## config.mk

```make
export PLATFORM = sky130hd
export DESIGN_NAME = ebu_top
export DESIGN_NICKNAME = d
export VERILOG_FILES = /design/src/common/ebu_pkg.sv /design/src/rtl/ebu_top.sv /design/src/rtl/ebu_sync.sv /design/src/rtl/ebu_buf.sv
export SDC_FILE = /design/constraint.sdc
export NUM_CORES = 1
export LEC_CHECK = 0
export BUFFER_PORTS_ARGS = -buffer_cell sky130_fd_sc_hd__buf_2
export CORE_MARGIN = 2
export CORE_UTILIZATION = 35
export DETAILED_ROUTE_END_ITERATION = 10
export GPL_TIMING_DRIVEN = 0
export PLACE_DENSITY = 0.66
export SYNTH_ARGS = -nofsm -noshare
export SYNTH_HDL_FRONTEND = slang
export SYNTH_SLANG_ARGS = --single-unit
```

## constraint.sdc

```tcl
create_clock -name core_clk -period 5.3 [get_ports core_clk]
set_input_delay 1.325 -clock core_clk [delete_from_list [all_inputs] [get_ports core_clk]]
set_output_delay 1.325 -clock core_clk [all_outputs]
set_load 0.05 [all_outputs]
```

## src/common/ebu_pkg.sv

```systemverilog
// Shared constants and carrier types for the external bus unit
package ebu_pkg;

  // Clocking: core clock and bus reference clock periods
  localparam int CLK_PERIOD_NS = 50;
  localparam int REF_PERIOD_NS = 400;
  localparam int REF_HALF_CYC  = REF_PERIOD_NS / (2 * CLK_PERIOD_NS);
  localparam int DIV_W         = 3;
  localparam logic [DIV_W-1:0] DIV_LAST = DIV_W'(REF_HALF_CYC - 1);

  // Bus geometry
  localparam int ADDR_W    = 24;
  localparam int DATA_W    = 16;
  localparam int LOW_W     = 16;
  localparam int NWIN      = 4;
  localparam int NCS       = NWIN + 1;
  localparam int WIN_W     = 3;
  localparam int WBASE_LSB = 12;
  localparam int WBASE_W   = ADDR_W - WBASE_LSB;
  localparam int LINES_W   = 5;
  localparam int SEG_W     = 3;
  localparam int CNT_W     = 4;
  localparam int RSP_DEPTH = 2;

  // Fixed patterns
  localparam logic [DATA_W-1:0] DMASK16 = 16'hFFFF;
  localparam logic [DATA_W-1:0] DMASK8  = 16'h00FF;
  localparam logic [ADDR_W-1:0] LOW_MASK = 24'h00FFFF;
  localparam logic [NCS-1:0]    CS_ONE  = 5'h01;
  localparam logic [WIN_W-1:0]  WIN_DEFAULT = 3'h0;

  // Synchroniser lanes: ready, hold request, hold acknowledge, AD bus
  localparam int SYNC_W = DATA_W + 3;
  localparam logic [SYNC_W-1:0] SYNC_RST = {3'h3, 16'h0000};

  // Per chip-select timing set, counted in reference clock periods
  typedef struct packed {
    logic [1:0]       addr_ph;
    logic [CNT_W-1:0] cmd_wait;
    logic [1:0]       recov;
  } ebu_tcon_t;

  // Per chip-select function set
  typedef struct packed {
    logic en;
    logic bus16;
    logic mux;
    logic rdy_en;
  } ebu_fcon_t;

  // Address window: base of the upper address bits, size as 4 KB << size
  typedef struct packed {
    logic [WBASE_W-1:0] base;
    logic [3:0]         size;
  } ebu_wsel_t;

  typedef struct packed {
    logic [ADDR_W-1:0] addr;
    logic [DATA_W-1:0] wdata;
    logic              write;
    logic              to_lpb;
  } ebu_req_t;

  typedef struct packed {
    logic [DATA_W-1:0] rdata;
    logic              err;
  } ebu_rsp_t;

  typedef enum logic [2:0] {
    ST_IDLE, ST_HELD, ST_LPB, ST_START, ST_ADDR, ST_CMD, ST_RECOV
  } ebu_state_t;

endpackage

```

## src/rtl/ebu_top.sv

```systemverilog
// External bus unit: window decode, bus cycle sequencer, arbitration
module ebu_top
  import ebu_pkg::*;
(
  // Clock and reset
  input  logic                     core_clk,
  input  logic                     rst,
  // Request side
  input  logic                     req_valid,
  output logic                     req_ready,
  input  ebu_req_t                 req,
  // Response side
  output logic                     rsp_valid,
  input  logic                     rsp_ready,
  output ebu_rsp_t                 rsp,
  // Configuration
  input  logic                     ext_bus_en,
  input  logic [LINES_W-1:0]       addr_lines,
  input  logic [SEG_W-1:0]         seg_lines,
  input  logic                     cs_gen_en,
  input  logic                     ready_act_high,
  input  logic                     ready_async,
  input  logic                     arb_en,
  input  logic                     slave_mode,
  input  ebu_tcon_t [NCS-1:0]      cs_timing_config,
  input  ebu_fcon_t [NCS-1:0]      cs_function_config,
  input  ebu_wsel_t [NWIN-1:0]     window_select_config,
  // Status
  output logic                     bus_busy,
  // External bus pins
  output logic                     bus_reference_clock,
  output logic [ADDR_W-1:0]        addr_out,
  output logic [ADDR_W-1:0]        addr_oe,
  output logic [DATA_W-1:0]        ad_out,
  output logic [DATA_W-1:0]        ad_oe,
  input  logic [DATA_W-1:0]        ad_in,
  output logic                     ale,
  output logic                     rd_n,
  output logic                     wr_n,
  output logic [NCS-1:0]           cs_n,
  output logic                     ctl_oe,
  input  logic                     ready_pin,
  // Arbitration pins
  input  logic                     hold_req_n_in,
  output logic                     bus_request_out_n,
  input  logic                     hold_acknowledge_n_in,
  output logic                     hold_acknowledge_n_out,
  output logic                     hold_acknowledge_oe,
  // Local peripheral bus
  output logic                     lpb_sel,
  output logic                     lpb_wr,
  output logic [ADDR_W-1:0]        lpb_addr,
  output logic [DATA_W-1:0]        lpb_wdata,
  input  logic [DATA_W-1:0]        lpb_rdata,
  input  logic                     lpb_ready
);

  typedef struct packed {
    ebu_state_t        st;
    logic [DIV_W-1:0]  div;
    logic              refclk;
    logic [CNT_W-1:0]  cnt;
    logic [WIN_W-1:0]  win;
    ebu_req_t          cur;
    logic              rdy_d;
    logic              req_rdy;
    logic              push;
    ebu_rsp_t          rsp;
    logic [ADDR_W-1:0] aout;
    logic [ADDR_W-1:0] aoe;
    logic [DATA_W-1:0] adout;
    logic [DATA_W-1:0] adoe;
    logic              ale;
    logic              rd_n;
    logic              wr_n;
    logic [NCS-1:0]    cs_n;
    logic              ctl_oe;
    logic              bus_req_n;
    logic              hold_ack_n;
    logic              hold_ack_oe;
    logic              lpb_sel;
    logic              busy;
  } ebu_top_st_t;

  localparam ebu_top_st_t RST_ST = '{
    st: ST_IDLE, rd_n: 1'b1, wr_n: 1'b1, cs_n: '1, bus_req_n: 1'b1,
    hold_ack_n: 1'b1, hold_ack_oe: 1'b1, default: '0};

  ebu_top_st_t       s;
  ebu_top_st_t       s_nxt;
  logic [SYNC_W-1:0] pins_s;
  logic              ready_s;
  logic              hold_s;
  logic              hold_ack_s;
  logic [DATA_W-1:0] ad_s;
  logic [NWIN-1:0]   win_hit;
  logic [WIN_W-1:0]  win_sel;
  logic [ADDR_W-1:0] line_en;
  logic              buf_in_ready;
  ebu_tcon_t         tcon;
  ebu_fcon_t         fcon;
  logic              rise;
  logic              rdy_raw;
  logic              rdy_ok;
  logic              master_arb;
  logic              slave_arb;
  logic              granted;
  logic [DATA_W-1:0] dmask;

  ebu_sync #(
    .W   (SYNC_W),
    .RST (SYNC_RST)
  ) u_sync (
    .core_clk (core_clk),
    .rst      (rst),
    .d        ({ready_pin, hold_req_n_in, hold_acknowledge_n_in, ad_in}),
    .q        (pins_s)
  );

  assign {ready_s, hold_s, hold_ack_s, ad_s} = pins_s;

  // Window hit on the upper address bits, before the cycle starts
  genvar g;
  generate
    for (g = 0; g < NWIN; g++)
    begin : g_win
      logic [WBASE_W-1:0] wmask;
      assign wmask = {WBASE_W{1'b1}} << window_select_config[g].size;
      assign win_hit[g] = cs_function_config[g+1].en &&
        (((req.addr[ADDR_W-1:WBASE_LSB] ^ window_select_config[g].base)
          & wmask) == '0);
    end
    // Lines beyond the programmed count stay released for port use
    for (g = 0; g < ADDR_W; g++)
    begin : g_line
      if (g < LOW_W)
      begin : g_lo
        assign line_en[g] = (LINES_W'(g) < addr_lines);
      end
      else
      begin : g_hi
        assign line_en[g] = (LINES_W'(g) < addr_lines) &&
          (SEG_W'(g - LOW_W) < seg_lines);
      end
    end
  endgenerate

  // Higher window index wins; no hit leaves the default set
  always_comb
  begin
    win_sel = WIN_DEFAULT;
    for (int k = 0; k < NWIN; k++)
    begin
      if (win_hit[k])
      begin
        win_sel = WIN_W'(k + 1);
      end
    end
  end

  // Configuration follows the window of the running cycle
  assign tcon  = cs_timing_config[s.win];
  assign fcon  = cs_function_config[s.win];
  assign dmask = fcon.bus16 ? DMASK16 : DMASK8;

  always_comb
  begin
    s_nxt      = s;
    s_nxt.push = 1'b0;
    rise       = 1'b0;
    // Reference clock divider; bus cycle pin changes land on its rising edge
    if (s.div == DIV_LAST)
    begin
      s_nxt.div    = '0;
      s_nxt.refclk = ~s.refclk;
      rise         = ~s.refclk;
    end
    else
    begin
      s_nxt.div = s.div + 1'b1;
    end
    rdy_raw     = (ready_s == ready_act_high);
    s_nxt.rdy_d = rdy_raw;
    rdy_ok      = ready_async ? s.rdy_d : rdy_raw;
    master_arb  = arb_en & ~slave_mode;
    slave_arb   = arb_en & slave_mode;
    granted     = ~slave_arb | ~hold_ack_s;
    s_nxt.hold_ack_oe = ~slave_arb;
    s_nxt.bus_req_n   = 1'b1;
    case (s.st)
      ST_IDLE:
      begin
        s_nxt.ctl_oe = ext_bus_en & ~slave_arb;
        // An offered slot wins over a hold, so no accepted request is lost
        if (req_valid && s.req_rdy)
        begin
          s_nxt.cur = req;
          s_nxt.win = win_sel;
          if (req.to_lpb)
          begin
            s_nxt.st      = ST_LPB;
            s_nxt.lpb_sel = 1'b1;
          end
          else if (!ext_bus_en)
          begin
            s_nxt.push = 1'b1;
            s_nxt.rsp  = '{rdata: '0, err: 1'b1};
          end
          else
          begin
            s_nxt.st = ST_START;
          end
        end
        else if (master_arb && !hold_s)
        begin
          s_nxt.st         = ST_HELD;
          s_nxt.ctl_oe     = 1'b0;
          s_nxt.hold_ack_n = 1'b0;
        end
      end
      ST_HELD:
      begin
        s_nxt.bus_req_n = ~(req_valid & ~req.to_lpb);
        if (hold_s)
        begin
          s_nxt.st         = ST_IDLE;
          s_nxt.hold_ack_n = 1'b1;
          s_nxt.ctl_oe     = ext_bus_en;
        end
      end
      ST_LPB:
      begin
        if (lpb_ready)
        begin
          s_nxt.lpb_sel = 1'b0;
          s_nxt.push    = 1'b1;
          s_nxt.rsp     = '{rdata: lpb_rdata, err: 1'b0};
          s_nxt.st      = ST_IDLE;
        end
      end
      ST_START:
      begin
        s_nxt.bus_req_n = granted;
        if (rise && granted)
        begin
          s_nxt.st     = ST_ADDR;
          s_nxt.cnt    = CNT_W'(tcon.addr_ph);
          s_nxt.ctl_oe = 1'b1;
          s_nxt.ale    = 1'b1;
          s_nxt.aout   = s.cur.addr;
          s_nxt.cs_n   = cs_gen_en ? ~(CS_ONE << s.win) : '1;
          if (fcon.mux)
          begin
            s_nxt.aoe   = line_en & ~LOW_MASK;
            s_nxt.adout = s.cur.addr[DATA_W-1:0];
            s_nxt.adoe  = line_en[DATA_W-1:0];
          end
          else
          begin
            s_nxt.aoe   = line_en;
            s_nxt.adout = s.cur.wdata;
            s_nxt.adoe  = s.cur.write ? dmask : '0;
          end
        end
      end
      ST_ADDR:
      begin
        if (rise)
        begin
          if (s.cnt != '0)
          begin
            s_nxt.cnt = s.cnt - 1'b1;
          end
          else
          begin
            s_nxt.st    = ST_CMD;
            s_nxt.cnt   = tcon.cmd_wait;
            s_nxt.ale   = 1'b0;
            s_nxt.rd_n  = s.cur.write;
            s_nxt.wr_n  = ~s.cur.write;
            s_nxt.adout = s.cur.wdata;
            s_nxt.adoe  = s.cur.write ? dmask : '0;
          end
        end
      end
      ST_CMD:
      begin
        if (rise)
        begin
          if (s.cnt != '0)
          begin
            s_nxt.cnt = s.cnt - 1'b1;
          end
          else if (!(fcon.rdy_en && !rdy_ok))
          begin
            s_nxt.st   = ST_RECOV;
            s_nxt.cnt  = CNT_W'(tcon.recov);
            s_nxt.rd_n = 1'b1;
            s_nxt.wr_n = 1'b1;
            s_nxt.push = 1'b1;
            s_nxt.rsp  = '{rdata: ad_s & dmask, err: 1'b0};
          end
        end
      end
      ST_RECOV:
      begin
        if (rise)
        begin
          if (s.cnt != '0)
          begin
            s_nxt.cnt = s.cnt - 1'b1;
          end
          else
          begin
            s_nxt.st     = ST_IDLE;
            s_nxt.cs_n   = '1;
            s_nxt.aoe    = '0;
            s_nxt.adoe   = '0;
            s_nxt.ctl_oe = ~slave_arb;
          end
        end
      end
      default:
      begin
        s_nxt.st = ST_IDLE;
      end
    endcase
    // A slot in the response buffer is reserved before a request is taken
    s_nxt.req_rdy = (s_nxt.st == ST_IDLE) && buf_in_ready &&
                    !s_nxt.push && !s.push;
    s_nxt.busy    = (s_nxt.st != ST_IDLE) && (s_nxt.st != ST_HELD);
  end

  always_ff @(posedge core_clk)
  begin
    if (rst)
    begin
      s <= RST_ST;
    end
    else
    begin
      s <= s_nxt;
    end
  end

  ebu_buf #(
    .W     ($bits(ebu_rsp_t)),
    .DEPTH (RSP_DEPTH)
  ) u_rsp_buf (
    .core_clk  (core_clk),
    .rst       (rst),
    .in_valid  (s.push),
    .in_ready  (buf_in_ready),
    .in_data   (s.rsp),
    .out_valid (rsp_valid),
    .out_ready (rsp_ready),
    .out_data  (rsp)
  );

  assign req_ready              = s.req_rdy;
  assign bus_busy               = s.busy;
  assign bus_reference_clock    = s.refclk;
  assign addr_out               = s.aout;
  assign addr_oe                = s.aoe;
  assign ad_out                 = s.adout;
  assign ad_oe                  = s.adoe;
  assign ale                    = s.ale;
  assign rd_n                   = s.rd_n;
  assign wr_n                   = s.wr_n;
  assign cs_n                   = s.cs_n;
  assign ctl_oe                 = s.ctl_oe;
  assign bus_request_out_n      = s.bus_req_n;
  assign hold_acknowledge_n_out = s.hold_ack_n;
  assign hold_acknowledge_oe    = s.hold_ack_oe;
  assign lpb_sel                = s.lpb_sel;
  assign lpb_wr                 = s.cur.write;
  assign lpb_addr               = s.cur.addr;
  assign lpb_wdata              = s.cur.wdata;

endmodule // ebu_top

```

## src/rtl/ebu_sync.sv

```systemverilog
// Two-stage synchroniser for pins arriving from outside the core clock
module ebu_sync
  import ebu_pkg::*;
#(
  parameter int              W   = 1,
  parameter logic [W-1:0]    RST = '0
)(
  // Clock and reset
  input  logic         core_clk,
  input  logic         rst,
  // Data
  input  logic [W-1:0] d,
  output logic [W-1:0] q
);

  typedef struct packed {
    logic [W-1:0] s1;
    logic [W-1:0] s2;
  } ebu_sync_st_t;

  ebu_sync_st_t s;
  ebu_sync_st_t s_nxt;

  always_comb
  begin
    s_nxt.s1 = d;
    s_nxt.s2 = s.s1;
  end

  always_ff @(posedge core_clk)
  begin
    if (rst)
    begin
      s <= '{s1: RST, s2: RST};
    end
    else
    begin
      s <= s_nxt;
    end
  end

  assign q = s.s2;

endmodule // ebu_sync

```

## src/rtl/ebu_buf.sv

```systemverilog
// Small valid/ready buffer; the head entry always sits in slot 0
module ebu_buf
  import ebu_pkg::*;
#(
  parameter int W     = 8,
  parameter int DEPTH = 2
)(
  // Clock and reset
  input  logic         core_clk,
  input  logic         rst,
  // Fill side
  input  logic         in_valid,
  output logic         in_ready,
  input  logic [W-1:0] in_data,
  // Drain side
  output logic         out_valid,
  input  logic         out_ready,
  output logic [W-1:0] out_data
);

  localparam int CW = $clog2(DEPTH + 1);
  localparam logic [CW-1:0] FULL = CW'(DEPTH);

  typedef struct packed {
    logic [DEPTH-1:0][W-1:0] mem;
    logic [CW-1:0]           cnt;
    logic                    vld;
  } ebu_buf_st_t;

  ebu_buf_st_t s;
  ebu_buf_st_t s_nxt;
  logic        push;
  logic        pop;

  assign in_ready  = (s.cnt != FULL);
  assign out_valid = s.vld;
  assign out_data  = s.mem[0];
  assign push      = in_valid & in_ready;
  assign pop       = out_valid & out_ready;

  // Shifting keeps the output straight off a register, at the cost of
  // moving every entry on a pop; cheap at this depth
  always_comb
  begin
    s_nxt = s;
    if (pop)
    begin
      for (int k = 0; k < DEPTH - 1; k++)
      begin
        s_nxt.mem[k] = s.mem[k+1];
      end
      s_nxt.cnt = s.cnt - 1'b1;
    end
    if (push)
    begin
      s_nxt.mem[s_nxt.cnt] = in_data;
      s_nxt.cnt = s_nxt.cnt + 1'b1;
    end
    // Own flop for valid so the drain side sees no decode logic
    s_nxt.vld = (s_nxt.cnt != '0);
  end

  always_ff @(posedge core_clk)
  begin
    if (rst)
    begin
      s <= '0;
    end
    else
    begin
      s <= s_nxt;
    end
  end

endmodule // ebu_buf

```

After elaboration in Yosys (flattened, before gate mapping)
Cells that the tools add are included.
- bits in registers: 244
- bits in latches: 0
- bits in writable memories: 0
- ROM bits: 0
- output and inout port bits: 155
- memories: 0
- add/subtract/negate cells: 4
- multiply operators: 0
- div/mod/pow operators: 0
- magnitude comparators: 35
- equal/unequal tests: 28
- shifts and indexed selects: 5
- muxes and demuxes: 83
- bitwise operators: 24
- reduce and logical (&&, ||, !) cells: 55
- operators with widths (operator ; number):
    $mux W18 ; 7
    $mux W35 ; 2
    $mux W16 ; 4
    $mux W57 ; 1
    $pmux W18 S3 ; 1
    $mux W3 ; 17
    $and A12 B12 Y12 ; 4
    $logic_not A12 Y1 ; 4
    $mux W24 ; 2
    $mux W48 ; 1
    $pmux W16 S3 ; 1
    $pmux W24 S2 ; 1
    $shl A12 B4 Y12 const A ; 4
    $xor A12 B12 Y12 ; 4
    $lt A4 B5 Y1 const A ; 8
    $lt A5 B5 Y1 const A ; 8
    $mux W19 ; 2
    $bwmux W34 ; 1
    $ne A2 B2 Y1 const B ; 17
    $mux W4 ; 8
    $pmux W16 S2 ; 1
    $bmux W8 S3 ; 1
    $logic_and A1 B1 Y1 ; 21
    $pmux W3 S7 ; 1
    other kinds (51) ; 113

Longest topological paths before layout
Gate-level depths: netlist (run 1).
- depth after elaboration: 12
- mapped depth: 11

By module
From an unflattened synthesis (run 1), not the netlist that was laid out.
- cell total of the unflattened synthesis: 1420
- area, all modules: 12129.1 um2
- modules (own cells, without submodules) (module ; instances ; cells an instance ; area an instance (um2) ; sequential area each (um2)):
    ebu_top ; 1 ; 1125 ; 9044.9 ; 3363.2
    ebu_buf ; 1 ; 196 ; 1904.3 ; 740.7
    ebu_sync ; 1 ; 99 ; 1179.9 ; 760.7

Worst setup path after synthesis (run 1)
OpenSTA, ideal clock, no wires.
- path type: input -> register
- start point: input rsp_ready
- end point: register u_rsp_buf.s[27] (netlist bit)
- setup time: 0.070 ns
- arrival: 3.055 ns
- data required time: 5.230 ns
- path slack: 2.175 ns
- stages: 9
- path buffers: 3
- path through: clkbuf_1 nand2_1 mux2i_1 ha_1 and2_1 clkbuf_1 clkbuf_1 nand2_1 a21oi_1
- longest elaborated chain between the ends: 7
- elaborated cells on any way between the ends: 8
- ends and longest elaborated chain (what ; RTL line ; RTL):
    start, declared ; ebu_top.sv:14 ; input logic rsp_ready,
    $and A1 B1 Y1 (*) ; ebu_buf.sv:39 ; assign pop = out_valid & out_ready;
    $mux W19 (*) ; ebu_buf.sv:46 ; if (pop)
    $ge A2 B1 Y1 (implied by the code) or $lt A2 B2 Y1 (tied branches) ; ebu_buf.sv:56 ; s_nxt.mem[s_nxt.cnt] = in_data;
    $logic_and A1 B1 Y1 (implied by the code) ; ebu_buf.sv:56 ;
    $mux W17 (implied by the code) ; ebu_buf.sv:56 ;
    $demux W17 S1 (*) ; n/a ;
    $bwmux W34 (*) ; ebu_buf.sv:56 ;
    end signal, assigned ; ebu_buf.sv:71 ; s <= s_nxt;
    end, declared ; ebu_buf.sv:30 ; ebu_buf_st_t s;
Every way passes the cells marked *; elsewhere a longest branch is shown, timed or not.
A chain may end at the register's enable or synchronous reset.

Worst setup path after layout (run 1)
- start point: input rsp_ready
- end point: register u_rsp_buf.s[30] (netlist bit)
The elaborated chain is that of the path after synthesis.

==> impl_metrics.csv, run 1 <==
group,metric,value,unit
synthesis,ys.flop_type,"dfxtp_1",
finish,multiInputGateArea,5480,um2
clock_network,h-tree-depth,1,
hold_path,hold_start,"u_sync.s[35]",
worst_setup_path,path_buf_inv,3,
routing,wl_per_cell,17.4,um
sta,holdWs,416,ps
synthesis,syn_avg_cell_area,8.12,um2
floorplanning,pin_count,375,
worst_setup_path,rr_worst_depth,9,
job,maxCapViolCount,0,
worst_setup_path,crit_path_end_kind,"flop",
synthesis,syn_inst,1465,
floorplanning,die_y,188,um
clock_network,post_cts_buffers,0,
hold_path,worstHoldPathType,"reg -> reg",
routing,dr.pass1.iters,8,
routing,post-route-drc-count,0,
sta,slew_viol_final,0,
finish,seqCellArea,4860,um2
worst_setup_path,worst_path_max_delay_cell,"nand2_1",
hold_path,hold_depth,1,
worst_setup_path,worstReg2RegEnd,"ad_oe[14]",
clock_network,cts_resized,0,
global_route,grt_pass1_vias,11000,
floorplanning,core,33500,um2
synthesis,synth_edf_count,0,
clock_network,cts_tree,"done",
worst_setup_path,critPathKind,"in -> reg",
global_route,grt_usage,21.5,%
placement,port_buffers,356,
finish,nets,2076,
sta,max-slew-margin-rel,2.74,%
synthesis,synthArstFlopShare,0,%
worst_setup_path,crit_chain,"clkbuf_1, nand2_1, mux2i_1, ha_1, and2_1, clkbuf_1, clkbuf_1, nand2_1, a21oi_1",
synthesis,synth.distinct_cells,74,
sta,setup_viol,0,
floorplanning,die_x,188,um
worst_setup_path,cp_common_cell,"clkbuf_1",
sta,worst_slew_pin_slew,1450,ps
clock_network,cts_root_buffer,"clkbuf_16",
sta,tns,0,ps
clock_network,clk-insertion-delay-late,530,ps
power,power.density,311,nW/um2
synthesis,yosys_warnings,0,
clock_network,cts_buffer_depth,3,
routing,first_iter_violations,764,
worst_setup_path,cp_top_family,"buffers and inverters",
worst_setup_path,cp_data_arrival_time,3650,ps
floorplanning,fp.dieArea,35500,um2
placement,hpwl,31400,um
clock_network,clk_pin_slew,60,ps
synthesis,ys_seq_area_share,40.9,%
worst_setup_path,start_kind,"input pin",
global_route,overflow,0,
worst_setup_path,crit_fanout,10,
global_route,grt_max_degree,14,
placement,gp_congestion,0.906,
global_route,grt_pass1_wl,60400,um
outcome,status,"complete, no violations",
clock_network,cts_sinks,243,
worst_setup_path,r2r-start,"s[164]",
hold_path,whs_endpoint,"u_sync.q[16]",
sta,max_freq,312,MHz
finish,area_delta_synth_final,27.1,%
sta,hold_viol_final,0,
power,ir_worst_vdd,0.000240,V
finish,drive_gt1_share,31.6,%
power,p_leak,6.57,nW
finish,fillCellCount,3394,
worst_setup_path,rrSetupSlack,2280,ps
global_route,antenna_found_initial,5,
floorplanning,core.rowCount,67,
synthesis,syn-cell-area,11900,um2
clock_network,cts_buffers,27,
routing,via_per_inst,5.02,
clock_network,postCtsHoldBufs,0,
synthesis,synthesis.nets,1691,
routing,num_vias,11600,
sta,skew,25.0,ps
worst_setup_path,slowest_delay,380,ps
routing,wirelength,40200,um
sta,rsz0062_at_grt,"false",
floorplanning,initial_utilization,35.5,%
sta,layout_min_cycle_time,3210,ps
routing,drtAntennaViolNets,0,
synthesis,ys_ff_latch,243,
sta,period_share,60.6,%
worst_setup_path,critPathRequiredTime,5740,ps
==> worst reg2reg max path: stages, from the launching register on <==
cell and delay, ps:
dfxtp_1 320, ha_1 200, ha_1 240, nor2b_1 150
buf_2 170, nand3_1 100, clkbuf_1 590, o21ai_1 510
a21oi_1 440, o221a_2 250
==> synthesized netlist by cell type (13+ instances only) <==
cell type | instances | area, um2
nor2b_1 | 47 | 294
a21oi_1 | 136 | 681
nor3_1 | 33 | 165
inv_1 | 14 | 52.6
a22oi_1 | 13 | 97.6
o21ai_0 | 41 | 205
nand3_1 | 29 | 145
nand2_1 | 258 | 968
a311oi_1 | 36 | 315
nand2b_1 | 13 | 81.3
nor2_1 | 113 | 424
clkbuf_1 | 85 | 319
dfxtp_1 | 243 | 4860
xnor2_1 | 30 | 263
buf_4 | 144 | 1080
xor2_1 | 21 | 184
==> layer usage <==
metal  routed length (um)  vias to the layer above  GRT usage, %
li1                     -                     5663             -
met2                19100                      452          36.4
met4                 1350                        4          8.38
met5                   23                        -             0
met3                 3000                       85          4.36
met1                16700                     5424          26.9
==> flip-flops by register name (all words and copies together), names as in the netlist, 17 cells and up <==
| name | cells |
|---|---|
| u_sync.q | 19 |
| u_rsp_buf.out_data | 17 |
| addr_out | 24 |
| lpb_addr | 24 |
| addr_oe | 23 |
| s | 32 |
| u_sync.s | 19 |
| u_rsp_buf.s | 19 |
==> metrics by stage <==
| stage | power (mW) | instance area [um2] | std cells | setup slack [ps] | utilization [%] |
|---|---|---|---|---|---|
| floorplan | 2.58 | 11900 | 1465 | 2170 | - |
| global placement | 2.87 | 14200 | 2269 | 1680 | 42.5 |
| detailed placement | 2.88 | 14200 | 2269 | 1590 | 42.5 |
| CTS | 4.74 | 15100 | 2315 | 2120 | 45.1 |
| global route | 4.90 | 15100 | 2318 | 1850 | 45.1 |
| finish | 4.71 | 15100 | 2318 | 2090 | 45.1 |
==> area by class of cell <==
class                           instances  share of cell area [%]
Multi-Input combinational cell        958                    36.2
Buffer                                250                    9.96
Tap cell                              448                    3.70
Antenna cell                            3                  0.0496
Inverter                               14                   0.347
Clock buffer                           36                    5.09
Sequential cell                       243                    32.2
Timing Repair Buffer                  356                    11.8
Clock inverter                         10                   0.728
==> cell usage in the layout (no fill, tap or decap), types with 12 or more instances in the layout <==
cell type and count:
nor2_1 113, clkbuf_1 88, buf_2 367, inv_1 14, clkbuf_16 27, xnor2_1 30
nand2b_1 13, dfxtp_1 243, a311oi_1 36, nand2_1 258, buf_4 144, nor3_1 33
or2_2 12, o21ai_0 41, nor2b_1 47, nand3_1 29, xor2_1 21, a22oi_1 13
a21oi_1 136
==> logic make-up after synthesis <==
family | share of synthesized area [%]
and+or+nand+nor | 21.7
AOI/OAI and AO/OA | 17.5
buffers and inverters | 13.1
DFF | 40.9
xor gates and xnor gates | 3.75
muxes | 2.34
adders and majority gates | 0.715
other | 0.0315
==> report_power, final <==
group          leakage (nW)  switching, mW  total (mW)  internal (mW)
clock                 0.436          0.753        1.86           1.11
sequential             1.97         0.0577        1.96           1.90
combinational          4.17          0.582       0.886          0.304
==> how the worst max path moves through the flow <==
stage | from | to | cells past startpoint
detailed placement | rsp_ready | u_rsp_buf.s[32] | 9
global placement | rsp_ready | u_rsp_buf.s[36] | 9
floorplan | rsp_ready | u_rsp_buf.s[27] | 9
global route | rsp_ready | u_rsp_buf.s[33] | 9
CTS | rsp_ready | u_rsp_buf.s[32] | 9
finish | rsp_ready | u_rsp_buf.s[30] | 9
Power figures use the tool's default switching activity.
==> inputs of run 2 (changes only) <==
--- a/config.mk
+++ b/config.mk
@@ -10,7 +10,7 @@
 export CORE_UTILIZATION = 35
 export DETAILED_ROUTE_END_ITERATION = 10
 export GPL_TIMING_DRIVEN = 0
-export PLACE_DENSITY = 0.66
+export PLACE_DENSITY = 0.69
 export SYNTH_ARGS = -nofsm -noshare
 export SYNTH_HDL_FRONTEND = slang
 export SYNTH_SLANG_ARGS = --single-unit
==> constraint.sdc (replaced) <==
create_clock -name core_clk -period 2.7 [get_ports core_clk]
set_input_delay 0.675 -clock core_clk [delete_from_list [all_inputs] [get_ports core_clk]]
set_output_delay 0.675 -clock core_clk [all_outputs]
set_load 0.05 [all_outputs]
==> run 2 against run 1 <==
  * Combinational power increased by 96%
  * Hold slack worse by 72 ps
  * Clock skew down 9.4 ps
  * Global-route usage shrank 0.39 points
  * Critical path depth unchanged
  * Total power increased by 100%
  * Design area up 0.55%
  * Clock power grew 110%
  * Sequential share of layout area is 0.18 points lower
  * Worst setup slack lost 2000 ps
  * Flip-flop and latch count is the same
  * Routed wire length fell by 1.7%
  * Largest power group unchanged
==> impl_metrics.csv, run 2 (synthesis gave the netlist of run 1 again) <==
group,metric,value,unit
power,combPwrFrac,18.5,%
power,pwr-share-clk,40.7,%
floorplanning,initial_utilization,35.5,%
global_route,grt_usage,21.1,%
routing,wl_per_cell,17.1,um
floorplanning,fp.dieArea,35500,um2
sta,worst_slew_pin_slew,834,ps
worst_setup_path,cp_top_family,"simple AND/OR/NAND/NOR gates",
hold_path,worstHoldPathType,"in -> reg",
clock_network,cts_sinks,243,
floorplanning,die_y,188,um
routing,first_iter_violations,669,
global_route,overflow,0,
power,p_leak,6.61,nW
routing,dr.pass1.iters,7,
sta,skew,15.6,ps
clock_network,cts_root_buffer,"clkbuf_16",
worst_setup_path,path_buf_inv,2,
sta,slew_viol_final,0,
finish,multiInputGateArea,5510,um2
finish,area_delta_synth_final,27.8,%
worst_setup_path,start_kind,"flop",
worst_setup_path,critPathRequiredTime,3160,ps
finish,most-common-layout-cells,"367 x buf_2, 257 x nand2_1, 243 x dfxtp_1",
placement,gp_congestion,0.893,
clock_network,clk_pin_slew,60,ps
power,ir_worst_vdd,0.000446,V
finish,largest_register_ffs,32,
worst_setup_path,crit_path_end_kind,"flop",
routing,via_per_inst,5.01,
clock_network,post_cts_buffers,0,
worst_setup_path,slowest_delay,520,ps
finish,seqCellArea,4860,um2
finish,fillCellCount,3391,
floorplanning,pin_count,375,
clock_network,cts_tree,"done",
global_route,grt_pass1_wl,59500,um
sta,rsz0062_at_grt,"true",
floorplanning,core,33500,um2
finish,post-route-util,45.4,%
worst_setup_path,critPathKind,"reg -> reg",
global_route,antenna_found_initial,5,
routing,num_vias,11600,
routing,wirelength,39600,um
sta,max-slew-margin-rel,43.9,%
routing,post-route-drc-count,0,
sta,period_share,96.3,%
power,switchingPower,2.75,mW
worst_setup_path,crit_chain,"inv_1, ha_1, or3b_1, o22ai_1, and3_1, clkbuf_1, nand4_1, a2bb2oi_1, nor2_1",
finish,regMostFlops,"s",
placement,hpwl,31100,um
power,total_power,9.44,mW
floorplanning,core.rowCount,67,
sta,hold_viol_final,0,
global_route,grt_max_degree,15,
worst_setup_path,crit_fanout,8,
job,maxCapViolCount,0,
sta,tns,0,ps
outcome,status,"complete, no violations",
clock_network,clk-insertion-delay-late,530,ps
routing,drtAntennaViolNets,0,
clock_network,cts_buffer_depth,3,
power,intPower,6.69,mW
power,sequentialPowerShare,40.8,%
sta,setup_viol,0,
worst_setup_path,worst_path_max_delay_cell,"clkbuf_1",
power,power.share.switching,29.2,%
finish,drive_gt1_share,32.2,%
clock_network,cts_buffers,27,
finish,nets,2076,
worst_setup_path,cp_data_arrival_time,3060,ps
finish,final_common_cell,"buf_2",
sta,max_freq,384,MHz
global_route,grt_pass1_vias,11100,
floorplanning,die_x,188,um
placement,port_buffers,356,
clock_network,h-tree-depth,1,
clock_network,postCtsHoldBufs,0,
sta,layout_min_cycle_time,2600,ps
power,power.density,620,nW/um2
## run 2: cell count changes in the layout (fill, tap and decap cells not counted), moves of 2 or more
cell	previous run	this run
clkbuf_2	0	7
clkbuf_8	6	1
bufinv_16	2	5
clkbuf_1	88	85
buf_1	8	6
## run 2: final timing paths
kind                                       startpoint            to  slack, ps  depth (start not counted)
worst max-delay path                           s[159]   addr_oe[20]        100                          9
worst max register to register                 s[159]   addr_oe[20]        100                          9
worst min register to register           u_sync.s[35]  u_sync.q[16]        420                          1
worst min-delay path            hold_acknowledge_n_in  u_sync.s[35]        340                          2
## run 2: repair_timing
item	CTS	global route
gates cloned	0	0
endpoints found under the setup margin	24	60
gates resized for setup	3	15
pin swaps	0	0
## run 2: cell type report
type,count,share of cell area (%)
Antenna cell,3,0.0493
Timing Repair Buffer,356,11.7
Buffer,250,9.97
Clock buffer,33,4.65
Sequential cell,243,32.0
Multi-Input combinational cell,958,36.2
Inverter,14,0.345
Clock inverter,14,1.39
Tap cell,448,3.68
## run 2: per-layer routing
layer,track usage [%],up-vias,share of wire (%)
met5,0,-,0.063
met1,26.4,5409,42
met2,36.3,445,48
li1,-,5677,-
met3,3.78,72,6.9
met4,7.69,4,3.2
## run 2: power by group through the flow
stage | clock network, mW | registers [mW] | logic [mW]
6_report | 3.84 | 3.85 | 1.74
5_1_grt | 4.04 | 3.87 | 1.89
3_3_place_gp | 0 | 3.93 | 1.70
2_1_floorplan | 0 | 3.95 | 1.12
3_5_place_dp | 0 | 3.93 | 1.72
4_1_cts | 3.91 | 3.85 | 1.73
## run 2: per-stage QoR
| stage | hold slack, ps | instance area (um2) | std cells | setup WS, ps |
|---|---|---|---|---|
| 3_3_place_gp | 399 | 14200 | 2269 | -265 |
| 4_1_cts | 329 | 15200 | 2316 | 13.2 |
| 2_1_floorplan | 389 | 11900 | 1465 | 225 |
| 3_5_place_dp | 405 | 14200 | 2269 | -376 |
| 5_1_grt | 340 | 15200 | 2319 | -16.1 |
| 6_report | 344 | 15200 | 2319 | 98.7 |
## run 2: worst reg2reg max path, stage by stage, from the launching register on
cell and delay [ps]:
dfxtp_1 340, inv_1 70, ha_1 210, or3b_1 470, o22ai_1 270, and3_1 180
clkbuf_1 520, nand4_1 220, a2bb2oi_1 170, nor2_1 90
==> inputs of run 3 (changes only) <==
--- a/config.mk
+++ b/config.mk
@@ -6,11 +6,13 @@
 export NUM_CORES = 1
 export LEC_CHECK = 0
 export BUFFER_PORTS_ARGS = -buffer_cell sky130_fd_sc_hd__buf_2
+export CELL_PAD_IN_SITES_DETAIL_PLACEMENT = 0
+export CELL_PAD_IN_SITES_GLOBAL_PLACEMENT = 1
 export CORE_MARGIN = 2
-export CORE_UTILIZATION = 35
+export CORE_UTILIZATION = 34
 export DETAILED_ROUTE_END_ITERATION = 10
 export GPL_TIMING_DRIVEN = 0
-export PLACE_DENSITY = 0.69
+export PLACE_DENSITY = 0.86
 export SYNTH_ARGS = -nofsm -noshare
 export SYNTH_HDL_FRONTEND = slang
 export SYNTH_SLANG_ARGS = --single-unit
==> run 3 against run 2 <==
  * Register-to-register slack about the same
  * Worst setup slack improved by 14 ps
  * Total power increased by 1.1%
  * Routed wire length increased by 1.9%
  * Utilization decreased by 1.1 points
  * Critical endpoint is now ad_oe[12]
  * Largest cell class unchanged
==> impl_metrics.csv, run 3 (synthesis gave the netlist of run 1 again) <==
group,metric,value,unit
hold_path,worstHoldPathType,"in -> reg",
floorplanning,initial_utilization,34.5,%
sta,tns,0,ps
sta,layout_min_cycle_time,2590,ps
worst_setup_path,endpoint,"ad_oe[12]",
routing,via_per_inst,4.98,
finish,post-route-util,44.3,%
floorplanning,core.rowCount,68,
power,power.density,623,nW/um2
sta,period_share,95.8,%
power,p_leak,6.65,nW
floorplanning,fp.dieArea,36500,um2
worst_setup_path,r2r-start,"s[164]",
clock_network,cts_buffers,28,
finish,nets,2076,
floorplanning,pin_count,375,
worst_setup_path,start_kind,"flop",
placement,gp_congestion,0.908,
global_route,antenna_found_initial,6,
worst_setup_path,rrSetupSlack,110,ps
finish,final_common_cell,"buf_2",
clock_network,clk_pin_slew,70,ps
routing,post-route-drc-count,0,
global_route,grt_usage,21.3,%
clock_network,clk-insertion-delay-late,540,ps
sta,max-slew-margin-rel,28.7,%
finish,largest_register_ffs,32,
routing,wirelength,40300,um
placement,place_inst,2276,
placement,hpwl,31800,um
power,ir_worst_vdd,0.000480,V
worst_setup_path,cp-startpoint,"s[164]",
clock_network,postCtsHoldBufs,0,
sta,rsz0062_at_grt,"true",
worst_setup_path,crit_chain,"ha_1, ha_1, nor2b_1, buf_2, and3_1, a31oi_1, or3_1, o221a_2",
sta,setup_viol,0,
finish,seqCellArea,4860,um2
finish,most-common-layout-cells,"367 x buf_2, 257 x nand2_1, 243 x dfxtp_1",
routing,wl_per_cell,17.3,um
placement,postPlaceCellArea,14300,um2
finish,drive_gt1_share,32.8,%
routing,first_iter_violations,791,
routing,drtAntennaViolNets,0,
finish,regMostFlops,"s",
finish,fin_area,15300,um2
finish,multiInputGateArea,5540,um2
worst_setup_path,critPathKind,"reg -> reg",
floorplanning,die_y,191,um
worst_setup_path,worst_path_max_delay_cell,"a31oi_1",
clock_network,cts_sinks,243,
worst_setup_path,rr_worst_depth,8,
floorplanning,core,34500,um2
worst_setup_path,cp_common_cell,"ha_1",
sta,worst_slew_pin_slew,1060,ps
finish,area_delta_synth_final,28.6,%
routing,num_vias,11600,
global_route,grt_pass1_wl,60900,um
power,total_power,9.54,mW
worst_setup_path,critPathRequiredTime,3180,ps
clock_network,post_cts_buffers,0,
finish,fillCellCount,3521,
sta,max_freq,386,MHz
worst_setup_path,worstReg2RegEnd,"ad_oe[12]",
routing,dr.pass1.iters,6,
worst_setup_path,crit_fanout,9,
clock_network,cts_buffer_depth,3,
placement,port_buffers,356,
floorplanning,die_x,191,um
worst_setup_path,crit_path_end_kind,"flop",
worst_setup_path,cp_data_arrival_time,3070,ps
job,maxCapViolCount,0,
worst_setup_path,slowest_delay,800,ps
clock_network,h-tree-depth,1,
global_route,overflow,0,
hold_path,hold_start,"hold_acknowledge_n_in",
sta,hold_viol_final,0,
clock_network,cts_tree,"done",
sta,skew,14.2,ps
global_route,grt_pass1_vias,11200,
clock_network,cts_root_buffer,"clkbuf_16",
outcome,status,"complete, no violations",
global_route,grt_max_degree,16,
sta,slew_viol_final,0,
finish,layoutNonFillerInstCount,2332,
## run 3: cell types whose count changed in the layout (fill, tap and decap cells not counted), moves of 2 or more
cell	before	now
bufinv_16	5	3
clkbuf_1	85	81
clkbuf_16	27	29
clkbuf_2	7	9
clkbuf_8	1	5
diode_2	3	6
nor2_1	113	111
nor2_2	0	2
## run 3: how the worst min path moves through the flow
stage	end	slack (ps)	depth (start not counted)
floorplan	u_sync.q[16]	390	1
global placement	u_sync.q[16]	400	1
detailed placement	u_sync.q[16]	390	1
CTS	u_sync.s[35]	300	2
global route	u_sync.s[35]	320	2
finish	u_sync.s[35]	330	2
## run 3: cell type report
| type | count | area share [%] |
|---|---|---|
| clock buffer | 37 | 5.26 |
| multi-input combinational | 958 | 36.2 |
| sequential | 243 | 31.8 |
| buffer | 249 | 9.90 |
| inverter | 14 | 0.343 |
| tap | 455 | 3.72 |
| clock inverter | 14 | 1.10 |
| timing repair buffer | 356 | 11.6 |
| antenna | 6 | 0.0981 |
## run 3: where the power goes
part,switching [mW],leakage [nW],internal (mW)
Sequential,0.111,1.97,3.74
Combinational,1.15,4.20,0.605
Clock,1.54,0.477,2.40
## run 3: stage by stage
stage	hold WS (ps)	setup slack (ps)
2_1_floorplan	389	225
3_3_place_gp	398	-327
3_5_place_dp	395	-367
4_1_cts	301	29.3
5_1_grt	318	-10.1
6_report	326	112
## run 3: timing repair
action,in CTS,in global routing
endpoints found under the setup margin,23,66
endpoints found under the hold margin,0,0
cloned,0,0
gates resized for setup,5,19
pin swaps,0,0
## run 3: worst max-delay path, delay by kind of cell (launching register included)
| kind | cells | cell delay (ps) |
|---|---|---|
| buf+inv | 1 | 170 |
| fa+ha+maj | 2 | 450 |
| flops | 1 | 320 |
| compound gates | 2 | 960 |
| simple gates | 3 | 630 |
## run 3: layer usage
| metal | vias up | global-route usage, % | wire [um] |
|---|---|---|---|
| met5 | - | 0 | 21 |
| met4 | 4 | 8.20 | 1160 |
| met3 | 72 | 4.08 | 2860 |
| met2 | 457 | 35.7 | 19200 |
| met1 | 5398 | 27.0 | 17000 |
| li1 | 5676 | - | - |
